File: config.mk
export PLATFORM = sky130hd
export DESIGN_NAME = operand_address_generator
export DESIGN_NICKNAME = d
export VERILOG_FILES = /design/src/design/opaddr_pkg.sv /design/src/design/operand_address_generator.sv
export SDC_FILE = /design/constraint.sdc
export NUM_CORES = 1
export LEC_CHECK = 0
export BUFFER_PORTS_ARGS = -buffer_cell sky130_fd_sc_hd__buf_2
export CORE_MARGIN = 10
export CORE_UTILIZATION = 50
export CTS_CLUSTER_SIZE = 8
export DETAILED_ROUTE_END_ITERATION = 6
export PLACE_DENSITY = 0.87
export RECOVER_POWER = 25
export SYNTH_ARGS = -nofsm -noshare
export SYNTH_HDL_FRONTEND = slang
export SYNTH_SLANG_ARGS = --single-unit
File: constraint.sdc
create_clock -name I_REF_CLK -period 4 [get_ports I_REF_CLK]
set_clock_uncertainty 0.2 [all_clocks]
set_input_delay 0.4 -clock I_REF_CLK [delete_from_list [all_inputs] [get_ports I_REF_CLK]]
set_output_delay 0.4 -clock I_REF_CLK [all_outputs]
set_load 0.005 [all_outputs]
File: src/design/opaddr_pkg.sv
`default_nettype none
package opaddr_pkg;
   localparam logic [15:0] SHORT_BASE_LO = 16'hFE00;
   localparam logic [7:0] SHORT_WRAP_LIMIT = 8'h20;
   localparam logic [15:0] SHORT_RAM_FIRST = 16'hFE20;
   localparam logic [15:0] SHORT_RAM_LAST = 16'hFEFF;
   localparam logic [15:0] SHORT_SFR_FIRST = 16'hFF00;
   localparam logic [15:0] SHORT_SFR_LAST = 16'hFF1F;
   localparam logic [7:0] SFR_HIGH_BYTE = 8'hFF;
   localparam logic [7:0] SFR_GAP_FIRST = 8'hD0;
   localparam logic [7:0] SFR_GAP_LAST = 8'hDF;
   localparam int SHORT_BIT8_POS = 8;

   // operand addressing modes
   typedef enum logic [3:0] {
      MODE_NONE = 4'h0,
      MODE_DIRECT = 4'h1,
      MODE_SHORT = 4'h2,
      MODE_SFR = 4'h3,
      MODE_REG = 4'h4,
      MODE_REG_PAIR = 4'h5,
      MODE_INDIRECT = 4'h6,
      MODE_BASED = 4'h7,
      MODE_STACK = 4'h8,
      MODE_JUMP_REG = 4'h9,
      MODE_REL_BRANCH = 4'hA
   } mode_t;

   // target of the effective address
   typedef enum logic [1:0] {
      AREA_MEMORY = 2'h0,
      AREA_HS_RAM = 2'h1,
      AREA_SFR = 2'h2,
      AREA_REGFILE = 2'h3
   } area_t;

   typedef struct packed {
      mode_t mode;
      logic [15:0] absolute_address_operand;
      logic [7:0] field8;
      logic [2:0] reg_code;
      logic [1:0] pair_operand;
      logic indirect_sel_base;
      logic [2:0] bit_pos;
      logic [7:0] branch_displacement;
      logic [15:0] next_pc;
   } decode_t;

   typedef struct packed {
      logic [15:0] accumulator_pair;
      logic [15:0] pair1;
      logic [15:0] pointer_pair;
      logic [15:0] base_pair;
      logic [15:0] stack_ptr;
   } regs_t;

   typedef struct packed {
      logic valid;
      logic [15:0] ea;
      area_t area;
      logic [2:0] reg_sel;
      logic [1:0] pair_sel;
      logic [7:0] bit_mask;
      logic pc_load;
      logic sfr_hole;
   } result_t;
endpackage : opaddr_pkg
`default_nettype wire

File: src/design/operand_address_generator.sv
`default_nettype none
module operand_address_generator
   import opaddr_pkg::*;
(
   // clock and reset
   input wire logic I_REF_CLK,
   input wire logic I_RST,
   // decoded instruction and register contents
   input wire logic I_VALID,
   input wire decode_t I_DEC,
   input wire regs_t I_REGS,
   // effective address result
   output var result_t O_RES
);
   result_t res_reg;
   result_t res_next;

   // candidate addresses, one per addressing form except the register modes
   logic [15:0] direct_addr;
   logic [15:0] short_addr;
   logic [15:0] sfr_addr;
   logic [15:0] indirect_addr;
   logic [15:0] based_addr;
   logic [15:0] stack_addr;
   logic [15:0] jump_addr;
   logic [15:0] branch_addr;

   // extended operands and bit decode
   logic [15:0] offset_ext;
   logic [15:0] disp_ext;
   logic sfr_in_gap;
   logic [7:0] one_hot_bit;

   // inclusive range test
   function automatic logic in_range(
      input logic [15:0] a,
      input logic [15:0] lo,
      input logic [15:0] hi
   );
      return (a >= lo) && (a <= hi);
   endfunction : in_range

   // offset taken as a positive number
   function automatic logic [15:0] zero_ext8(input logic [7:0] b);
      return {8'h00, b};
   endfunction : zero_ext8

   // two's complement displacement
   function automatic logic [15:0] sign_ext8(input logic [7:0] b);
      return {{8{b[7]}}, b};
   endfunction : sign_ext8

   // one bit of a byte
   function automatic logic [7:0] bit_onehot(input logic [2:0] pos);
      logic [7:0] mask;
      mask = 8'h00;
      mask[pos] = 1'b1;
      return mask;
   endfunction : bit_onehot

   function automatic logic [15:0] short_ea(input logic [7:0] f);
      logic [15:0] ea;
      ea = SHORT_BASE_LO;
      ea[SHORT_BIT8_POS] = (f < SHORT_WRAP_LIMIT);
      ea[7:0] = f;
      return ea;
   endfunction : short_ea

   function automatic area_t area_of(input logic [15:0] a);
      area_t area;
      if (a >= SHORT_SFR_FIRST)
      begin
         area = AREA_SFR;
      end
      else if (in_range(a, SHORT_RAM_FIRST, SHORT_RAM_LAST))
      begin
         area = AREA_HS_RAM;
      end
      else
      begin
         area = AREA_MEMORY;
      end
      return area;
   endfunction : area_of

   // operand preparation shared by the mode decode
   always_comb
   begin
      offset_ext = zero_ext8(I_DEC.field8);
      disp_ext = sign_ext8(I_DEC.branch_displacement);
      direct_addr = I_DEC.absolute_address_operand;
      short_addr = short_ea(I_DEC.field8);
      sfr_addr = {SFR_HIGH_BYTE, I_DEC.field8};
      if (I_DEC.indirect_sel_base)
      begin
         indirect_addr = I_REGS.base_pair;
      end
      else
      begin
         indirect_addr = I_REGS.pointer_pair;
      end

      // carry out of bit 15 is dropped on purpose
      based_addr = 16'(I_REGS.base_pair + offset_ext);
      stack_addr = I_REGS.stack_ptr;
      jump_addr = I_REGS.accumulator_pair;
      branch_addr = 16'(I_DEC.next_pc + disp_ext);

      // D0H-DFH still yields an SFR address in this mode, flagged through sfr_hole
      sfr_in_gap = in_range(sfr_addr, {SFR_HIGH_BYTE, SFR_GAP_FIRST}, {SFR_HIGH_BYTE, SFR_GAP_LAST});
      one_hot_bit = bit_onehot(I_DEC.bit_pos);
   end

   // mode decode selects one candidate
   always_comb
   begin
      res_next = '0;
      res_next.valid = I_VALID;
      res_next.area = AREA_MEMORY;
      res_next.bit_mask = one_hot_bit;
      unique case (I_DEC.mode)
         MODE_DIRECT:
         begin
            res_next.ea = direct_addr;
            res_next.area = area_of(direct_addr);
         end

         MODE_SHORT:
         begin
            res_next.ea = short_addr;
            res_next.area = area_of(short_addr);
         end

         MODE_SFR:
         begin
            res_next.ea = sfr_addr;
            res_next.area = AREA_SFR;
            res_next.sfr_hole = sfr_in_gap;
         end

         MODE_REG:
         begin
            res_next.area = AREA_REGFILE;
            res_next.reg_sel = I_DEC.reg_code;
         end

         MODE_REG_PAIR:
         begin
            res_next.area = AREA_REGFILE;
            res_next.pair_sel = I_DEC.pair_operand;
         end

         MODE_INDIRECT:
         begin
            res_next.ea = indirect_addr;
            res_next.area = area_of(indirect_addr);
         end

         MODE_BASED:
         begin
            res_next.ea = based_addr;
            res_next.area = area_of(based_addr);
         end

         MODE_STACK:
         begin
            // stack is kept in high-speed RAM by software
            res_next.ea = stack_addr;
            res_next.area = AREA_HS_RAM;
         end

         MODE_JUMP_REG:
         begin
            res_next.ea = jump_addr;
            res_next.pc_load = I_VALID;
         end

         MODE_REL_BRANCH:
         begin
            res_next.ea = branch_addr;
            res_next.pc_load = I_VALID;
         end

         default:
         begin
            res_next.valid = 1'b0;
         end
      endcase
   end

   // result register; the output comes straight from it
   always_ff @(posedge I_REF_CLK)
   begin
      if (I_RST)
      begin
         res_reg <= '0;
      end
      else
      begin
         res_reg <= res_next;
      end
   end

   assign O_RES = res_reg;
endmodule : operand_address_generator
`default_nettype wire

==> results of run 1 <==
-- cell usage in the layout (no fill, tap or decap), types with 4 or more instances in the layout --
cell	synthesis	routed
a222oi_1	7	7
a21o_1	7	7
xor2_1	7	7
dfxtp_1	34	34
nor2b_1	5	5
ha_1	23	23
clkbuf_1	9	7
and2_1	8	8
nor3_1	20	20
nand2b_1	6	6
buf_4	0	4
nor3b_1	4	4
a31oi_1	4	4
buf_2	14	155
clkbuf_8	0	6
a21oi_1	39	39
nor2_1	40	40
inv_1	7	7
xnor2_1	11	11
nand4_1	7	7
nand3_1	11	11
nand2_1	22	22
o21ai_0	26	26
a221oi_1	9	9
o211ai_1	5	5
o21a_1	7	7
a22oi_1	5	5
mux2i_1	20	20
a211oi_1	4	4
-- power groups by stage --
stage               registers (µW)  clock network, µW  logic, µW
floorplan                      362                  0        244
global placement               360                  0        385
detailed placement             360                  0        394
CTS                            352                273        397
global route                   353                287        441
finish                         353                271        402
-- per-stage QoR --
step / utilization [%] / area, µm² / hold WS, ns / power [µW] / setup WS (ns)
after floorplan: - / 3390 / 0.276 / 606 / 1.52
after global placement: 65.2 / 4210 / 0.402 / 745 / 1.11
after detailed placement: 65.2 / 4210 / 0.404 / 754 / 1.07
after CTS: 66.6 / 4300 / 0.100 / 1020 / 1.37
after global routing: 66.5 / 4290 / 0.111 / 1080 / 1.23
final: 66.5 / 4290 / 0.101 / 1030 / 1.35
-- cell type report --
cell class | instances | area, µm²
fillers | 607 | 2170
well taps | 77 | 96.3
repair buffers | 165 | 828
inverters | 8 | 32.5
multi-input cells | 364 | 2560
clock buffers | 7 | 86.3
flip-flops and latches | 34 | 681
clock inverters | 1 | 5.00
-- layer usage --
layer  routed length (µm)  track usage (%)
met1                 4910             27.3
met2                 6100             40.6
met3                 1850             10.5
met4                  380             9.54
met5                   27                0
-- logic make-up after synthesis --
logic type      count (synthesis)  synth area share (%)
flops                          34                  20.1
buf+inv                        32                  4.35
fa+ha+maj                      25                  9.66
mux                            23                  6.90
xor+xnor                       18                  4.65
compound gates                147                  30.2
simple gates                  151                  24.2
-- worst max-delay path: cells and delay by family --
family                   cells  cell delay, ns
AND/OR/NAND/NOR              1            0.16
adder cells (fa/ha/maj)      2            0.63
buffers and inverters        2            0.18
AO/OA/AOI/OAI                5            1.23
-- how the worst min path moves through the flow --
stage / from / endpoint / slack [ns] / cells past startpoint
final: I_DEC[32] / O_RES[14]$_SDFF_PP0_ / 0.10 / 2
after global routing: I_DEC[30] / O_RES[12]$_SDFF_PP0_ / 0.11 / 2
after CTS: I_DEC[32] / O_RES[14]$_SDFF_PP0_ / 0.10 / 2
after detailed placement: I_DEC[32] / O_RES[14]$_SDFF_PP0_ / 0.40 / 2
after global placement: I_DEC[31] / O_RES[13]$_SDFF_PP0_ / 0.40 / 2
after floorplan: I_DEC[24] / O_RES[2]$_SDFF_PP0_ / 0.28 / 1
==> metrics.md, run 1 <==
| Metric | Value |
|---|---|
| Library cell appearing most often on the critical path | `o21ai_0` |
| Residual overflow from global routing | `0` |
| Die Ht | `approximately 100 µm` |
| Total iterations of the first detailed-routing run | `5` |
| Standard cell with the maximum stage delay on the critical path | `fa_1` |
| Number of nets at the end of the flow | `~750` |
| CTS Buf Count | `5` |
| Mean instance size in the synthesized netlist | `between 7 and 8 µm²` |
| Most frequently used cell type in the post-synthesis netlist | `nor2_1` |
| Number of antenna violations at the first check in global routing | `2` |
| CTS Root Cell | `clkbuf_8` |
| Leading post-synthesis cells by instance count | `nor2_1, a21oi_1, dfxtp_1, o21ai_0, ha_1` |
| Start-to-end type of the worst setup path | `in2reg` |
| Count of placed standard cells in the final layout, fillers left out | `656` |
| Launching element of the worst setup path | `I_DEC[33]` |
| Main area contributors after synthesis | `dfxtp_1, ha_1, mux2i_1, a21oi_1, nor2_1` |
| Logic pwr share | `approximately 39%` |
| LEAKAGE | `around 0.0020 µW` |
| Placed Instances | `around 650` |
| Post-synthesis async set-or-reset flop share | `0%` |
| Sinks on the clock net | `34` |
| Sort of element at the start of the critical path | `primary input` |
| Internal power of the cells | `roughly 660 µW` |
| Setup total negative slack | `0 ns` |
| Via count of the first global-routing pass | `4,080` |
| Routed wire per std cell | `20.2 µm` |
| Req. time, crit path | `between 3 and 4 ns` |
| Register share of total power | `approximately 34%` |
| Number of pins exceeding their max-slew limit in the final report | `0` |
| Netlist area before placement | `~3400 µm²` |
| Yosys warning total | `0` |
| Starting density of the core | `between 50 and 60%` |
| Fmax | `0.377 GHz` |
| Total of hold buffers inserted after clock tree synthesis | `0` |
| Post-CTS clock slew at the launch and capture registers of the worst setup and hold paths | `approximately 0.080 ns` |
| Arrival @ worst endpoint | `around 2.6 ns` |
| Iteration-0 DRC Markers | `407` |
| Total routing usage reported by global routing | `around 25%` |
| Count of vias placed by the detailed router | `just over 4k` |
| Setup violation total in the final timing report | `0` |
| Crit-path max cell delay | `approximately 0.40 ns` |
| Die Footprint | `roughly 10,000 µm²` |
| Final Wtd Congestion | `0.893` |
| List of cells traversed by the critical path | `buf_2, ha_1, inv_1, fa_1, nor2b_1, o31a_1, o21ai_0, o2111a_1, o311ai_1, o21ai_0` |
| Seq cells post-synth | `34` |
| Primary FF master, synth | `dfxtp_1` |
| Global-route wire length before repair | `20.4 mm` |
| Max VDD drop | `~200 µV` |
| Setup repair after global routing missed its margin | `no` |
| Shortest period the worst path allows | `between 2 and 3 ns` |
| Pwr dens | `~240 nW/µm²` |
| Fraction of the yosys area taken by sequential cells | `around a fifth` |
| Relative slew slack | `between 20% and 30%` |
| Result of the run | `finished clean` |
| Worst Setup End Kind | `flop` |
| Post-Syn Nets | `around 600` |
| P&R area growth vs syn | `26.6%` |
| Critical-path maximum fanout | `7` |
| Count of distinct cell types in the synthesized netlist | `70` |
| Share of power burned in the clock network | `about a quarter` |
| Worst-case clock buffer depth | `2` |
| Diodes inserted | `0` |
| # Post-CTS Setup Buffers | `0` |
| Largest net degree at the start of global routing | `21` |
| Fraction of the cycle the final worst path needs | `66.3%` |
| Boundary Pins | `~180` |
| EDFF count, synth | `0` |
| Antenna Violating Nets Remaining | `0` |
| Hold crit path type | `in2reg` |
| HPWL after detailed placement | `11.1 mm` |
| Switching fraction of total power | `between 30% and 40%` |
| Total core area | `around 6500 µm²` |
| Critical Path End | `O_RES[16]$_SDFF_PP0_` |
| Port buffer count | `approximately 160` |
| Number of instances in the synthesized netlist | `between 400 and 500` |
| Cell row count | `29` |
| Vias per inst | `6.24` |
| Deepest level of the CTS H-tree | `2` |
| DRC violation count after routing | `0` |
| Area fraction of the dominant cell type after synthesis | `20.1%` |
| Fraction of layout cells with a size suffix above 1 | `a little under a third` |
| CTS tree | `built` |
| Sum of routed wire length over all layers | `roughly 13 mm` |
| Yosys top cell by area | `dfxtp_1` |
| Number of instances resized during post-cts repair | `0` |
| Power dissipated by switching net loads | `between 300 and 400 µW` |
| Hold Violations, Final | `0` |
| X dimension of the die | `between 100 and 150 µm` |
| Slew at the pin closest to its max-slew limit | `around 1.2 ns` |
| Max-Cap Viols | `0` |
| Number of flip-flops in the largest register | `34` |
No activity file was read; power rests on OpenSTA's default activity.
==> run 2, diff against run 1 <==
Settings changed: CORE_UTILIZATION 50 to 46, PLACE_DENSITY 0.87 to 0.81.
Clock period 4 ns to 2.6 ns, I/O delays scaled along.
==> metrics.md, run 2 (same netlist as run 1, synthesis figures left out) <==
| Metric | Value |
|---|---|
| Largest net degree at the start of global routing | `19 (was 21)` |
| Antenna Violating Nets Remaining | `0 (unchanged)` |
| Smallest setup slack after layout | `0.230 ns (was 1.35 ns)` |
| Fraction of layout cells with a size suffix above 1 | `32.0% (was 31.3%)` |
| Number of antenna violations at the first check in global routing | `0 (was 2)` |
| Global-route wire length before repair | `21.6 mm (was 20.4 mm)` |
| # Post-CTS Setup Buffers | `0 (unchanged)` |
| Via count of the first global-routing pass | `4,345 (was 4,080)` |
| Startpoint of the worst hold path | `I_DEC[24] (was I_DEC[32])` |
| Fmax | `0.422 GHz` |
| Sinks on the clock net | `34 (unchanged)` |
| Start-to-end type of the worst setup path | `in2reg (unchanged)` |
| Starting density of the core | `47.0% (was 52.5%)` |
| Number of instances resized during post-cts repair | `0 (unchanged)` |
| CTS tree | `built (unchanged)` |
| LEAKAGE | `0.00207 µW (was 0.00198 µW)` |
| Slew at the pin closest to its max-slew limit | `0.531 ns (was 1.16 ns)` |
| Port buffer count | `161 (unchanged)` |
| Result of the run | `finished clean (unchanged)` |
| Sum of routed wire length over all layers | `13.9 mm (was 13.3 mm)` |
| Overall power of the completed layout | `1620 µW (was 1030 µW)` |
| HPWL after detailed placement | `11.5 mm (was 11.1 mm)` |
| Fraction of the cycle the final worst path needs | `between 90% and 100%` |
| Critical-path maximum fanout | `4 (was 7)` |
| Pwr dens | `359 nW/µm² (was 239 nW/µm²)` |
| Post-CTS clock slew at the launch and capture registers of the worst setup and hold paths | `0.08 ns (about the same)` |
| Iteration-0 DRC Markers | `277 (was 407)` |
| Req. time, crit path | `2.58 ns (was 3.97 ns)` |
| Share of the core filled with cells | `62.6% (was 66.5%)` |
| Vias per inst | `5.97 (was 6.24)` |
| Deepest level of the CTS H-tree | `2 (unchanged)` |
| Total routing usage reported by global routing | `23.3% (was 24.5%)` |
| Fillers | `688 (was 607)` |
| Hold crit path type | `in2reg (unchanged)` |
| Launching element of the worst setup path | `I_DEC[0] (was I_DEC[33])` |
| Hold Violations, Final | `0 (unchanged)` |
| Die Ht | `106 µm (was 102 µm)` |
| Die Footprint | `11,200 µm² (was 10,500 µm²)` |
| Residual overflow from global routing | `0 (unchanged)` |
| Setup slack at placement | `-0.0308 ns (was 1.07 ns)` |
| Number of nets at the end of the flow | `771 (was 747)` |
| Total of hold buffers inserted after clock tree synthesis | `7 (was 0)` |
| Worst Setup End Kind | `flop (unchanged)` |
| X dimension of the die | `106 µm (was 102 µm)` |
| Number of flip-flops in the largest register | `34 (unchanged)` |
| Count of vias placed by the detailed router | `4,196 (was 4,095)` |
| Boundary Pins | `178 (unchanged)` |
| Relative slew slack | `64.3% (was 22.3%)` |
| Cell row count | `31 (was 29)` |
| Max-Cap Viols | `0 (unchanged)` |
| Number of pins exceeding their max-slew limit in the final report | `0 (unchanged)` |
| Max VDD drop | `352 µV (was 201 µV)` |
| CTS Buf Count | `5 (unchanged)` |
| Shortest period the worst path allows | `between 2 and 2.5 ns` |
| Setup repair after global routing missed its margin | `no (unchanged)` |
| Combined area of the multi-input logic cells | `2560 µm² (unchanged)` |
| Total core area | `7210 µm² (was 6460 µm²)` |
| Routed wire per std cell | `19.8 µm (was 20.2 µm)` |
| P&R area growth vs syn | `33.2% (was 26.6%)` |
| Top library cells by usage in the layout, fill and taps aside | `buf_2, nor2_1, a21oi_1 (unchanged)` |
| DRC violation count after routing | `0 (unchanged)` |
| Total iterations of the first detailed-routing run | `5 (unchanged)` |
| Sort of element at the start of the critical path | `primary input (unchanged)` |
| Final Wtd Congestion | `0.913 (was 0.893)` |
| CTS Root Cell | `clkbuf_8 (unchanged)` |
| Register cell area after layout | `681 µm² (unchanged)` |
| Most common cell after layout, fill and taps aside | `buf_2 (unchanged)` |
| Setup violation total in the final timing report | `0 (unchanged)` |
| Arrival @ worst endpoint | `2.35 ns (was 2.62 ns)` |
| Worst-case clock buffer depth | `2 (unchanged)` |
==> run 2: cell types whose count changed in the layout (fill, tap and decap cells not counted), sizes merged <==
cell	delta
buf	+11
diode	+1
clkinvlp	+1
clkbuf	+5
dlygate4sd3	+7
==> run 2: stage by stage <==
stage	instances	TNS [ns]	hold slack [ns]	instance area, µm²
after floorplan	430	0	0.136	3390
after global placement	687	0	0.264	4360
after detailed placement	687	-0.0752	0.264	4360
after CTS	702	0	0.00936	4530
after global routing	702	0	0.00657	4510
final	703	0	0.00814	4520
==> run 2: final timing paths <==
| path | endpoint | cells past startpoint |
|---|---|---|
| worst max-delay path | O_RES[31]$_SDFF_PP0_ | 9 |
| worst min-delay path | O_RES[4]$_SDFF_PP0_ | 2 |
==> run 2: per-layer routing <==
layer  part of all wire, %  GRT usage, %  wire [µm]
met1                    39          26.1       5430
met4                   2.0          6.67        279
met5                     0             0          0
met3                    11          8.95       1540
met2                    48          40.0       6630
==> run 2: worst max-delay path, stage by stage <==
cell and delay [ns]:
buf_2 0.10, ha_1 0.21, fa_1 0.43, a211oi_1 0.31, o21ai_0 0.18, a21oi_1 0.38, o21ai_0 0.19, mux2i_1 0.18
o21ai_0 0.10
==> run 2: final cells by class <==
cell class | count | share of cell area, %
Antenna cell | 1 | 0.0554
Timing Repair Buffer | 189 | 22.5
Clock buffer | 6 | 1.83
Multi-Input combinational cell | 364 | 56.8
Clock inverter | 2 | 0.277
Sequential cell | 34 | 15.1
Tap cell | 99 | 2.74
Inverter | 8 | 0.720
==> run 2: power breakdown <==
group / switching (µW) / internal [µW] / leakage (µW)
registers: 5.04 / 538 / 0.000276
logic: 362 / 294 / 0.00175
clock network: 211 / 213 / 0.0000472
